===== config.mk =====
export PLATFORM = sky130hd
export DESIGN_NAME = ars_scaler
export DESIGN_NICKNAME = d
export VERILOG_FILES = /design/src/rtl/ars_pkg.sv /design/src/rtl/ars_scaler.sv
export SDC_FILE = /design/constraint.sdc
export NUM_CORES = 2
export LEC_CHECK = 0
export BUFFER_PORTS_ARGS = -buffer_cell sky130_fd_sc_hd__buf_2
export CORE_MARGIN = 2
export CORE_UTILIZATION = 47
export DETAILED_ROUTE_END_ITERATION = 8
export GPL_ROUTABILITY_DRIVEN = 0
export PLACE_DENSITY_LB_ADDON = 0.08
export SYNTH_ARGS = -nofsm -noshare
export SYNTH_HDL_FRONTEND = slang
export SYNTH_SLANG_ARGS = --single-unit

===== constraint.sdc =====
create_clock -name CLK_SYS -period 55.9 [get_ports CLK_SYS]
set_input_delay 5.59 -clock CLK_SYS [delete_from_list [all_inputs] [get_ports CLK_SYS]]
set_output_delay 5.59 -clock CLK_SYS [all_outputs]
set_load 0.005 [all_outputs]

===== src/rtl/ars_pkg.sv =====
`default_nettype none
package ars_pkg;
  // ---------------------------------------------------------------
  // register byte offsets
  // ---------------------------------------------------------------
  localparam logic [7:0] OFS_CFG         = 8'h00;
  localparam logic [7:0] OFS_MAIN_GAIN   = 8'h04;
  localparam logic [7:0] OFS_MAIN_BIAS   = 8'h08;
  localparam logic [7:0] OFS_SECOND_GAIN = 8'h0c;
  localparam logic [7:0] OFS_SECOND_BIAS = 8'h10;
  localparam logic [7:0] OFS_THIRD_GAIN  = 8'h14;
  localparam logic [7:0] OFS_THIRD_BIAS  = 8'h18;
  localparam logic [7:0] OFS_FILTER      = 8'h1c;
  localparam logic [7:0] OFS_STATUS      = 8'h20;
  localparam logic [7:0] OFS_MAIN_REF    = 8'h24;
  localparam logic [7:0] OFS_SECOND_OUT  = 8'h28;
  localparam logic [7:0] OFS_THIRD_OUT   = 8'h2c;
  // ---------------------------------------------------------------
  // field layouts and codes
  // ---------------------------------------------------------------
  localparam int CFG_W = 14;
  typedef struct packed {
    logic [4:0] third_input_function_select;
    logic [4:0] second_input_function_select;
    logic [1:0] second_input_level_select;
    logic       third_input_level_select;
    logic       main_input_level_select;
  } ars_cfg_t;
  typedef struct packed {
    logic signed [15:0] gain;
    logic signed [15:0] bias;
  } ars_chan_t;
  localparam logic [1:0] LVL_UNIPOLAR = 2'h0;
  localparam logic [1:0] LVL_BIPOLAR  = 2'h1;
  localparam logic [1:0] LVL_CURRENT  = 2'h2;
  localparam logic [4:0] FN_BIAS_ADD  = 5'h00;
  localparam logic [4:0] FN_GAIN_ADD  = 5'h01;
  localparam int STS_RUN_BIT    = 0;
  localparam int STS_REJECT_BIT = 1;
  localparam int STS_JUMPER_BIT = 2;
  // ---------------------------------------------------------------
  // reset values and ranges, gain and bias in 0.1 % units, filter in 0.01 s units
  // ---------------------------------------------------------------
  localparam ars_cfg_t CFG_RST = '{5'h02, 5'h00, 2'h2, 1'b0, 1'b0};
  localparam logic signed [15:0] GAIN_RST = 16'sh03e8;
  localparam logic signed [15:0] BIAS_RST = 16'sh0000;
  localparam logic signed [15:0] GAIN_MAX = 16'sh2710;
  localparam logic signed [15:0] BIAS_MAX = 16'sh03e8;
  localparam logic signed [15:0] BIAS_MIN = -16'sh03e8;
  localparam logic [7:0] FILTER_RST = 8'h03;
  localparam logic [7:0] FILTER_MAX = 8'hc8;
  // ---------------------------------------------------------------
  // sample scaling and timing
  // ---------------------------------------------------------------
  localparam int          FS_SHIFT   = 11;
  localparam logic [10:0] MAG_FULL   = 11'h7ff;
  localparam logic [10:0] MAG_4MA    = 11'h19a;
  localparam int          CLK_MHZ    = 250;
  localparam int          FILTER_STEP_MS = 10;
  localparam int TICK_CYCLES_DEF = FILTER_STEP_MS * 1000 * CLK_MHZ;
  localparam int OUT_W = 18;
endpackage
`default_nettype wire


===== src/rtl/ars_scaler.sv =====
// Function
// - main level select: 0 unipolar 0..10 V, 1 bipolar -10..+10 V, reset 0.
// - bipolar samples arrive as 11-bit magnitude plus a sign bit.
// - main gain is the 10 V output in 0.1 % of max, 0..10000, reset 1000.
// - main bias is the output at 0 V, -1000..1000, reset 0.
// - third level select: 0 unipolar, 1 bipolar, reset 0.
// - second level select: 0 unipolar, 1 bipolar, 2 current, reset 2.
// - aux function codes 0..1F, second resets to 0 and third to 2.
// - aux gain is the output at 10 V, 0..10000, reset 1000.
// - aux bias is the output at 0 V, -1000..1000, reset 0.
// - one filter constant 0.00..2.00 s for all channels, reset 0.03 s.
// - aux function 1 adds its output to the effective main gain.
// - aux function 0 adds its output to the main reference as a bias.
// - third function code 0 is refused.
`default_nettype none
module ars_scaler
  import ars_pkg::*;
#(
  parameter int TICK_CYCLES = TICK_CYCLES_DEF
) (
  input  wire logic                    CLK_SYS,
  input  wire logic                    NRST,
  input  wire logic [7:0]              WB_ADR,
  input  wire logic [31:0]             WB_DAT_I,
  input  wire logic [3:0]              WB_SEL,
  input  wire logic                    WB_WE,
  input  wire logic                    WB_STB,
  input  wire logic                    WB_CYC,
  output logic      [31:0]             WB_DAT_O,
  output logic                         WB_ACK,
  input  wire logic                    DRIVE_RUN,
  input  wire logic                    CURRENT_VOLTAGE_JUMPER,
  input  wire logic [10:0]             MAIN_REFERENCE_INPUT_MAG,
  input  wire logic                    MAIN_REFERENCE_INPUT_NEG,
  input  wire logic [10:0]             SECOND_REFERENCE_INPUT_MAG,
  input  wire logic                    SECOND_REFERENCE_INPUT_NEG,
  input  wire logic [10:0]             THIRD_REFERENCE_INPUT_MAG,
  input  wire logic                    THIRD_REFERENCE_INPUT_NEG,
  output logic signed [OUT_W-1:0]      MAIN_REF,
  output logic signed [OUT_W-1:0]      SECOND_OUT,
  output logic signed [OUT_W-1:0]      THIRD_OUT,
  output logic                         REF_STROBE
);

  // ---------------------------------------------------------------
  // helpers
  // ---------------------------------------------------------------
  function automatic logic [31:0] merge(input logic [31:0] old,
                                        input logic [31:0] dat,
                                        input logic [3:0]  sel);
    logic [31:0] m;
    m = {{8{sel[3]}}, {8{sel[2]}}, {8{sel[1]}}, {8{sel[0]}}};
    return (old & ~m) | (dat & m);
  endfunction

  // sample to signed full scale of 2048
  function automatic logic signed [11:0] norm(input logic [10:0] mag,
                                              input logic        neg,
                                              input logic [1:0]  lvl);
    logic [13:0] cur;
    cur = 14'h0000;
    if (lvl == LVL_BIPOLAR) begin
      return neg ? -$signed({1'b0, mag}) : $signed({1'b0, mag});
    end else if (lvl == LVL_CURRENT) begin
      if (mag <= MAG_4MA || neg) begin
        return 12'sh000;
      end
      cur = 14'((({3'b000, mag} - {3'b000, MAG_4MA}) * 14'h0005) >> 2);
      return (cur > {3'b000, MAG_FULL}) ? $signed({1'b0, MAG_FULL})
                                         : $signed(cur[11:0]);
    end
    return neg ? 12'sh000 : $signed({1'b0, mag});
  endfunction

  function automatic logic signed [31:0] scale(
      input logic signed [11:0] s,
      input logic signed [31:0] g,
      input logic signed [31:0] b);
    return b + (((g - b) * 32'(s)) >>> FS_SHIFT);
  endfunction

  function automatic logic [4:0] shift_of(input logic [7:0] tau);
    logic [8:0] n;
    logic [4:0] k;
    n = {1'b0, tau};
    k = 5'h00;
    for (int i = 0; i < 9; i++) begin
      if ((9'h001 << i) <= n) begin
        k = 5'(i + 1);
      end
    end
    return (tau == 8'h00) ? 5'h00 : k;
  endfunction

  function automatic logic gain_ok(input logic [31:0] d);
    return $signed(d[15:0]) >= 16'sh0000 && $signed(d[15:0]) <= GAIN_MAX;
  endfunction

  function automatic logic bias_ok(input logic [31:0] d);
    return $signed(d[15:0]) >= BIAS_MIN && $signed(d[15:0]) <= BIAS_MAX;
  endfunction

  // ---------------------------------------------------------------
  // wishbone slave
  // ---------------------------------------------------------------
  ars_cfg_t    cfg_reg;
  ars_chan_t   main_reg;
  ars_chan_t   second_reg;
  ars_chan_t   third_reg;
  logic [7:0]  filter_reg;
  logic        reject_reg;
  logic        ack_reg;
  logic [31:0] rdata_reg;
  logic [31:0] rdata_next;
  logic [31:0] wval;
  ars_cfg_t    cfg_new;
  logic        wr_fire;

  assign wr_fire = WB_CYC && WB_STB && WB_WE && ack_reg;
  assign WB_ACK  = ack_reg;
  assign WB_DAT_O = rdata_reg;

  always_ff @(posedge CLK_SYS) begin
    if (!NRST) begin
      ack_reg <= 1'b0;
    end else begin
      ack_reg <= WB_CYC && WB_STB && !ack_reg;
    end
  end

  always_comb begin
    rdata_next = 32'h0000_0000;
    unique case (WB_ADR)
      OFS_CFG:         rdata_next = {18'h0_0000, cfg_reg};
      OFS_MAIN_GAIN:   rdata_next = {{16{main_reg.gain[15]}}, main_reg.gain};
      OFS_MAIN_BIAS:   rdata_next = {{16{main_reg.bias[15]}}, main_reg.bias};
      OFS_SECOND_GAIN: rdata_next = 32'(second_reg.gain);
      OFS_SECOND_BIAS: rdata_next = 32'(second_reg.bias);
      OFS_THIRD_GAIN:  rdata_next = 32'(third_reg.gain);
      OFS_THIRD_BIAS:  rdata_next = 32'(third_reg.bias);
      OFS_FILTER:      rdata_next = {24'h00_0000, filter_reg};
      OFS_STATUS: begin
        rdata_next[STS_RUN_BIT]    = DRIVE_RUN;
        rdata_next[STS_REJECT_BIT] = reject_reg;
        rdata_next[STS_JUMPER_BIT] =
          (cfg_reg.second_input_level_select == LVL_CURRENT)
          != CURRENT_VOLTAGE_JUMPER;
      end
      OFS_MAIN_REF:    rdata_next = 32'(MAIN_REF);
      OFS_SECOND_OUT:  rdata_next = 32'(SECOND_OUT);
      OFS_THIRD_OUT:   rdata_next = 32'(THIRD_OUT);
      default:         rdata_next = 32'h0000_0000;
    endcase
  end

  always_ff @(posedge CLK_SYS) begin
    if (!NRST) begin
      rdata_reg <= 32'h0000_0000;
    end else if (WB_CYC && WB_STB && !ack_reg) begin
      rdata_reg <= rdata_next;
    end
  end

  // ---------------------------------------------------------------
  // settings
  // ---------------------------------------------------------------
  always_comb begin
    wval = 32'h0000_0000;
    unique case (WB_ADR)
      OFS_CFG:         wval = merge({18'h0_0000, cfg_reg}, WB_DAT_I, WB_SEL);
      OFS_MAIN_GAIN:   wval = merge(32'(main_reg.gain), WB_DAT_I, WB_SEL);
      OFS_MAIN_BIAS:   wval = merge(32'(main_reg.bias), WB_DAT_I, WB_SEL);
      OFS_SECOND_GAIN: wval = merge(32'(second_reg.gain), WB_DAT_I, WB_SEL);
      OFS_SECOND_BIAS: wval = merge(32'(second_reg.bias), WB_DAT_I, WB_SEL);
      OFS_THIRD_GAIN:  wval = merge(32'(third_reg.gain), WB_DAT_I, WB_SEL);
      OFS_THIRD_BIAS:  wval = merge(32'(third_reg.bias), WB_DAT_I, WB_SEL);
      OFS_FILTER:      wval = merge({24'h00_0000, filter_reg}, WB_DAT_I,
                                    WB_SEL);
      default:         wval = 32'h0000_0000;
    endcase
    cfg_new = ars_cfg_t'(wval[CFG_W-1:0]);
  end

  always_ff @(posedge CLK_SYS) begin
    if (!NRST) begin
      cfg_reg    <= CFG_RST;
      filter_reg <= FILTER_RST;
      reject_reg <= 1'b0;
    end else if (wr_fire && WB_ADR == OFS_CFG) begin
      if (DRIVE_RUN || cfg_new.second_input_level_select > LVL_CURRENT
          || cfg_new.third_input_function_select == 5'h00) begin
        reject_reg <= 1'b1;
      end else begin
        cfg_reg    <= cfg_new;
        reject_reg <= 1'b0;
      end
    end else if (wr_fire && WB_ADR == OFS_FILTER) begin
      if (DRIVE_RUN || wval[7:0] > FILTER_MAX) begin
        reject_reg <= 1'b1;
      end else begin
        filter_reg <= wval[7:0];
        reject_reg <= 1'b0;
      end
    end
  end

  always_ff @(posedge CLK_SYS) begin
    if (!NRST) begin
      main_reg   <= '{GAIN_RST, BIAS_RST};
      second_reg <= '{GAIN_RST, BIAS_RST};
      third_reg  <= '{GAIN_RST, BIAS_RST};
    end else if (wr_fire) begin
      unique case (WB_ADR)
        OFS_MAIN_GAIN:   if (gain_ok(wval)) main_reg.gain <= wval[15:0];
        OFS_MAIN_BIAS:   if (bias_ok(wval)) main_reg.bias <= wval[15:0];
        OFS_SECOND_GAIN: if (gain_ok(wval))
                           second_reg.gain <= wval[15:0];
        OFS_SECOND_BIAS: if (bias_ok(wval))
                           second_reg.bias <= wval[15:0];
        OFS_THIRD_GAIN:  if (gain_ok(wval))
                           third_reg.gain <= wval[15:0];
        OFS_THIRD_BIAS:  if (bias_ok(wval))
                           third_reg.bias <= wval[15:0];
        default: begin
        end
      endcase
    end
  end

  // ---------------------------------------------------------------
  // sample tick and shared filter
  // ---------------------------------------------------------------
  logic [31:0]        tick_cnt_reg;
  logic               tick_reg;
  logic signed [11:0] x [3];
  logic signed [19:0] acc_reg [3];
  logic [4:0]         sh;

  always_ff @(posedge CLK_SYS) begin
    if (!NRST) begin
      tick_cnt_reg <= 32'h0000_0000;
      tick_reg     <= 1'b0;
    end else begin
      tick_reg     <= tick_cnt_reg == 32'(TICK_CYCLES - 1);
      tick_cnt_reg <= (tick_cnt_reg == 32'(TICK_CYCLES - 1))
                      ? 32'h0000_0000 : tick_cnt_reg + 32'h0000_0001;
    end
  end

  assign sh = shift_of(filter_reg);
  assign x[0] = norm(MAIN_REFERENCE_INPUT_MAG, MAIN_REFERENCE_INPUT_NEG,
                     {1'b0, cfg_reg.main_input_level_select});
  assign x[1] = norm(SECOND_REFERENCE_INPUT_MAG, SECOND_REFERENCE_INPUT_NEG,
                     cfg_reg.second_input_level_select);
  assign x[2] = norm(THIRD_REFERENCE_INPUT_MAG, THIRD_REFERENCE_INPUT_NEG,
                     {1'b0, cfg_reg.third_input_level_select});

  always_ff @(posedge CLK_SYS) begin
    if (!NRST) begin
      for (int i = 0; i < 3; i++) begin
        acc_reg[i] <= 20'sh0_0000;
      end
    end else if (tick_reg) begin
      for (int i = 0; i < 3; i++) begin
        acc_reg[i] <= acc_reg[i]
          + 20'(($signed({x[i], 8'h00}) - acc_reg[i]) >>> sh);
      end
    end
  end

  // ---------------------------------------------------------------
  // scaling and combination
  // ---------------------------------------------------------------
  logic               upd_reg;
  logic signed [31:0] sec_v;
  logic signed [31:0] thr_v;
  logic signed [31:0] gain_eff;
  logic signed [31:0] bias_sum;
  logic signed [31:0] main_v;

  always_comb begin
    sec_v = scale(acc_reg[1][19:8], 32'(second_reg.gain),
                  32'(second_reg.bias));
    thr_v = scale(acc_reg[2][19:8], 32'(third_reg.gain),
                  32'(third_reg.bias));
    gain_eff = 32'(main_reg.gain);
    bias_sum = 32'sh0000_0000;
    if (cfg_reg.second_input_function_select == FN_GAIN_ADD) begin
      gain_eff = gain_eff + sec_v;
    end
    if (cfg_reg.third_input_function_select == FN_GAIN_ADD) begin
      gain_eff = gain_eff + thr_v;
    end
    if (cfg_reg.second_input_function_select == FN_BIAS_ADD) begin
      bias_sum = bias_sum + sec_v;
    end
    if (cfg_reg.third_input_function_select == FN_BIAS_ADD) begin
      bias_sum = bias_sum + thr_v;
    end
    main_v = scale(acc_reg[0][19:8], gain_eff, 32'(main_reg.bias))
             + bias_sum;
  end

  always_ff @(posedge CLK_SYS) begin
    if (!NRST) begin
      upd_reg    <= 1'b0;
      REF_STROBE <= 1'b0;
      MAIN_REF   <= '0;
      SECOND_OUT <= '0;
      THIRD_OUT  <= '0;
    end else begin
      upd_reg    <= tick_reg;
      REF_STROBE <= upd_reg;
      if (upd_reg) begin
        MAIN_REF   <= main_v[OUT_W-1:0];
        SECOND_OUT <= sec_v[OUT_W-1:0];
        THIRD_OUT  <= thr_v[OUT_W-1:0];
      end
    end
  end

endmodule
`default_nettype wire


## Word level (Yosys, flattened, before mapping)

Memories as Yosys holds them, arrays and structs flattened.
Cells that the tools add are included.

- Add/sub/neg operators: 21
- Multiply operators: 4
- $lt $le $gt $ge: 16
- Eq/ne operators: 17
- Shift-type cells: 3
- Muxes and demuxes: 50
- Bitwise operators: 25
- Reductions and logical operators: 28

Operators by type and width:

| kind | number |
|---|---|
| $pmux 29 s11 | 1 |
| $mux 12 | 13 |
| $or 16x16->16 | 8 |
| $pmux 16 s8 | 1 |
| $and 16x16->16 | 7 |
| $mux 32 | 2 |
| $add 20x20->20 | 3 |
| $mux 20 | 3 |
| $sshr 20x5->20 | 3 |
| $sub 20x20->20 | 3 |
| $mul 17x12->29 | 2 |
| $mux 5 | 8 |
| $add 16x18->19 | 2 |
| $add 18x18->18 | 2 |
| $mux 18 | 2 |
| $neg 11->12 | 3 |
| $pmux 3 s12 | 1 |
| $sub 16x16->17 | 2 |
| $mux 11 | 3 |
| $add 32x1->32 const B | 1 |
| $add 32x19->32 | 1 |
| $eq 32x22->1 const B | 1 |
| $eq 8x5->1 const B | 4 |
| $eq 8x6->1 const B | 4 |
| 43 further kinds | 84 |

- Flip-flop bits (word level): 241
- RAM bits: 60
- Input port bits: 87
- Memories: 1

Memory list:

| memory | words | bits a word | read ports | clocked after Yosys merged registers in | wr ports | line | source |
|---|---|---|---|---|---|---|---|
| acc_reg | 3 | 20 | 3 | 0 | 3 | ars_scaler.sv:236 | `logic signed [19:0] acc_reg [3];` |

## Longest topological paths before layout

- Depth after elaboration: 13
- Depth in mapped cells: 102
- Mapped depth without buffers: 100

## Least setup slack after synthesis

No wires, ideal clock.

- Path type: register -> register
- Start: register second_reg[16] in the netlist's numbering
- End: register MAIN_REF[17]
- Library setup time: 0.128 ns
- Data arrival time: 19.841 ns
- Required time: 55.772 ns
- Slack: 35.931 ns
- Stages on the path, launching flop included: 98
- Buffers on the path: 2
- Clock period less this slack: 19.969 ns
- Cells stage by stage: dfxtp_1 inv_1 ha_1 fa_1 nor2b_1 o21ai_0 a21boi_1 o21ai_0 a21boi_1 o21ai_0 a21boi_1 o21ai_0 nand2b_1 a21oi_1 o21bai_1 xor2_1 clkbuf_1 nand2_1 (+62 left out) nor2b_1 nor2_1 nor2b_1 nor2_1 xor2_1 fa_1 xnor2_1 xnor2_1 xnor2_1 xnor2_1 xnor3_2 xnor3_1 xor3_1 xnor3_1 xnor3_1 xnor2_1 mux2i_1 nor2_1

- Longest elaborated chain between the ends: 11
- Elaborated cells on any way between the ends: 14
- Those cells by class: 8 x add/sub; 2 x mul; 4 x mux

Ends and longest elaborated chain:

| item | line | source |
|---|---|---|
| from (decl) | ars_scaler.sv:108 | `ars_chan_t second_reg;` |
| from (signal assigned) | ars_scaler.sv:210 | `second_reg <= '{GAIN_RST, BIAS_RST};` |
| $sub 16x16->17 (*) | ars_scaler.sv:79 | `return b + (((g - b) * 32'(s)) >>> FS_SHIFT);` |
| $mul 17x12->29 (*) | ars_scaler.sv:79 |  |
| $add 16x18->19 (*) | ars_scaler.sv:79 |  |
| net sec_v[12] | ars_scaler.sv:275 | `logic signed [31:0] sec_v;` |
| $add 16x19->20 | ars_scaler.sv:289 | `gain_eff = gain_eff + sec_v;` |
| $mux 32 | ars_scaler.sv:288 | `if (cfg_reg.second_input_function_select == FN_GAIN_ADD) begin` |
| $add 32x19->32 | ars_scaler.sv:292 | `gain_eff = gain_eff + thr_v;` |
| $mux 32 | ars_scaler.sv:291 | `if (cfg_reg.third_input_function_select == FN_GAIN_ADD) begin` |
| $sub 32x16->32 | ars_scaler.sv:79 |  |
| $mul 32x12->29 | ars_scaler.sv:79 |  |
| $add 16x18->18 | ars_scaler.sv:79 |  |
| $add 18x18->18 (*) | ars_scaler.sv:301 | `+ bias_sum;` |
| to (signal assigned) | ars_scaler.sv:315 | `MAIN_REF <= main_v[OUT_W-1:0];` |
| to (decl) | ars_scaler.sv:39 | `output logic signed [OUT_W-1:0] MAIN_REF,` |

The timed path passes the listed nets; every way through them passes the cells marked *.
A chain may end at the register's enable or synchronous reset.

## Final worst setup path

Ends and elaborated chain as after synthesis.

==> results by group <==
Setup path
  – Critical path data arrival time: 24.64 ns
  – Crit-path max cell delay: ~0.90 ns
  – CP max FO: 12
  – Crit path required time: 56.35 ns
  – CP endpoint kind: flop
  – CP max-delay cell: a2111oi_1
  – CP Class: flop to flop
  – CP Launch Type: flop

STA
  – Worst Skew: ~0.035 ns
  – Final period utilization: 0.433
  – Worst-margin pin slew: 1.48 ns
  – Fin. max-slew vios: 0
  – Minimum clock period: approximately 24 ns
  – Total Neg Setup Slack: 0 ns
  – FMAX: between 40 and 50 MHz
  – Final setup viols: 0
  – RSZ-0062 raised after global routing: no
  – Relative slew slack: 0.00696
  – Final hold violations: 0

Place
  – IO buf count: roughly 160
  – Hpwl dp: 126 mm
  – Placed cells: 7618

Global route
  – Grt ovf: 0
  – First-pass GRT wire length: between 200 and 250 mm
  – Gr usage total: 0.283
  – Vias in the first global route: 42704
  – Largest net degree at the start of global routing: 86
  – Initial antenna violation count: 2

Routing
  – Wire per inst: ~20 µm
  – Via count: around 43000
  – Final Routed Wirelength: 157 mm
  – DRT Pass-1 Iters: 8
  – Initial DRC Count: 2994
  – DRC Markers: 0
  – Vias per inst: between 5 and 6
  – DRT antenna net count: 0

Synthesis
  – Post-synth EDFFs: 60
  – Mapped Cells: 6226
  – Synth Cell Area: 0.0505 mm²
  – Top cell type's share of synthesized area: 0.242
  – Synth area leader: fa_1
  – Top cells by area, synth: fa_1, ha_1, dfxtp_1
  – Async SR Flop Fraction: 0
  – Yosys warning total: 0
  – Post-synth net total: between 7000 and 8000
  – Yosys cell types: 95
  – Syn Area/Cell: 8.12 µm²
  – Post-synthesis sequential area ratio: 0.126
  – Synth Flop Type: dfxtp_1
  – Number of synthesized register bits: about 290

Clocking
  – Max clock buf depth: 3
  – CTS tree: done
  – Hold Buf Count CTS: 0
  – # clock sinks: 287
  – CTS Buf Count: 38
  – Clock transition at the registers of the reported paths: around 0.060 ns
  – Root Buffer: clkbuf_16
  – Post-CTS Resized: 0
  – H-tree depth: 2
  – Worst-Skew Late Latency: slightly above 0.6 ns
  – Post-CTS setup buffers: 0

Worst hold path
  – Worst Hold Class: flop to flop

Power and ir drop
  – Peak supply drop: between 0.02 and 0.03 mV
  – Design Power: between 1 and 1.5 mW
  – Leak pwr: ~25 nW
  – Pwr dens: 25.1 mW/mm²

Floorplanning
  – Die Footprint: 0.110 mm²
  – Chip height: between 300 and 400 µm
  – Die Wd: approximately 330 µm
  – IO Count: 175
  – Placement row count: 120
  – Core Footprint: between 0.1 and 0.15 mm²
  – Starting Density: 0.473

Finish
  – Layout Nets: 7429
  – Synth-to-Final Area Change: 7.09%
  – Layout fillers: ~11000
  – Max reg flops: 60
  – Fin cells: ~7700
  – Share of cells above drive strength 1: 0.0597

Job
  – Maxcap violations: 1

Run status
  – Outcome: finished, violations left
  – Failing checks: capacitance limit
[kinds of logic (layout without fill, tap and decap cells)]
kind of cell | Yosys count | after routing | synth area share
compound gates | 1126 | 1126 | 0.141
xor+xnor | 327 | 327 | 0.0581
flops | 287 | 287 | 0.126
buf+inv | 1159 | 1217 | 0.0883
simple gates | 2020 | 2020 | 0.184
fa+ha+maj | 1087 | 1087 | 0.360
other cells | 0 | 2 | 0
mux | 220 | 220 | 0.0442
[metrics by stage]
step / utilization / hold slack (ns) / instance area, µm² / setup WS, ns
finish: 0.506 / 0.462 / 54100 / 31.72
global route: 0.506 / 0.475 / 54100 / 30.09
CTS: 0.506 / 0.461 / 54100 / 31.90
detailed placement: 0.494 / 0.453 / 52800 / 31.99
global placement: 0.494 / 0.446 / 52800 / 32.03
floorplan: - / 0.449 / 50500 / 35.93
[area by class of cell]
type / count / area (µm²) / share of cell area
antenna: 2 / 5.00 / 0.0000925
clock buffer: 54 / 1140 / 0.0212
clock inverter: 15 / 221 / 0.00409
inverter: 899 / 3380 / 0.0624
multi-input combinational: 4780 / 39800 / 0.735
sequential: 287 / 6350 / 0.117
tap: 1403 / 1760 / 0.0324
timing repair buffer: 249 / 1480 / 0.0273
[synth_stat cells (all sizes together), types with 7 or more instances]
cell / n
o211ai: 20
a2111oi: 9
nor4: 20
o31a: 10
nand4: 20
xor2: 113
a21oi: 374
and3: 45
nand2: 691
clkbuf: 211
nor3b: 21
a41o: 7
or3: 33
o21ai: 245
nor2b: 66
o21bai: 51
o22ai: 33
nor3: 90
nand2b: 69
nand3: 72
inv: 895
a31oi: 23
a211oi: 62
fa: 610
mux2i: 212
a21boi: 28
or2: 17
dfxtp: 227
a41oi: 7
and4: 7
o31ai: 27
a21o: 77
ha: 477
nand3b: 7
a222oi: 15
a311oi: 9
buf: 49
and2: 234
xnor2: 209
nor2: 615
edfxtp: 60
o21a: 55
[critical path, delay by kind of cell (launching register included)]
kind / cells / cell delay, ns
AOI/OAI and AO/OA: 33 / 9.38
adders and majority gates: 20 / 8.13
and+or+nand+nor: 17 / 2.88
xor gates and xnor gates: 8 / 2.22
buffers and inverters: 8 / 0.79
DFF: 1 / 0.41
muxes: 1 / 0.14
[final timing paths]
path / from / end / slack, ns / cells after the start
min: WB_DAT_O[2]$_SDFFE_PN0P_ / WB_DAT_O[2]$_SDFFE_PN0P_ / 0.46 / 2
max: second_reg[16]$_SDFFE_PN0P_ / MAIN_REF[17]$_SDFFE_PN0P_ / 31.72 / 87
max reg2reg: second_reg[16]$_SDFFE_PN0P_ / MAIN_REF[17]$_SDFFE_PN0P_ / 31.72 / 87
min reg2reg: WB_DAT_O[2]$_SDFFE_PN0P_ / WB_DAT_O[2]$_SDFFE_PN0P_ / 0.46 / 2
[layout by cell type (no fill, tap or decap), types with 207 or more instances in the layout]
cell,synthesis,layout
mux2i_1,212,212
fa_1,610,610
xnor2_1,209,207
and2_1,233,233
o21ai_0,240,237
nor2_1,615,615
inv_1,895,895
a21oi_1,372,370
dfxtp_1,227,225
nand2_1,689,687
ha_1,477,477
[where the power goes]
part,internal [mW],switching [mW],total (mW)
clock network,0.159,0.111,0.270
registers,0.213,0.00566,0.219
logic,0.354,0.518,0.872
total,0.726,0.635,1.36
[metal layers]
layer | GRT usage | vias to the layer above | wire length (µm)
li1 | - | 20451 | -
met5 | 0 | - | 7
met2 | 0.460 | 1237 | 70800
met1 | 0.390 | 21007 | 71400
met4 | 0.0913 | 2 | 5800
met3 | 0.0377 | 271 | 8950
Power figures use the tool's default switching activity.
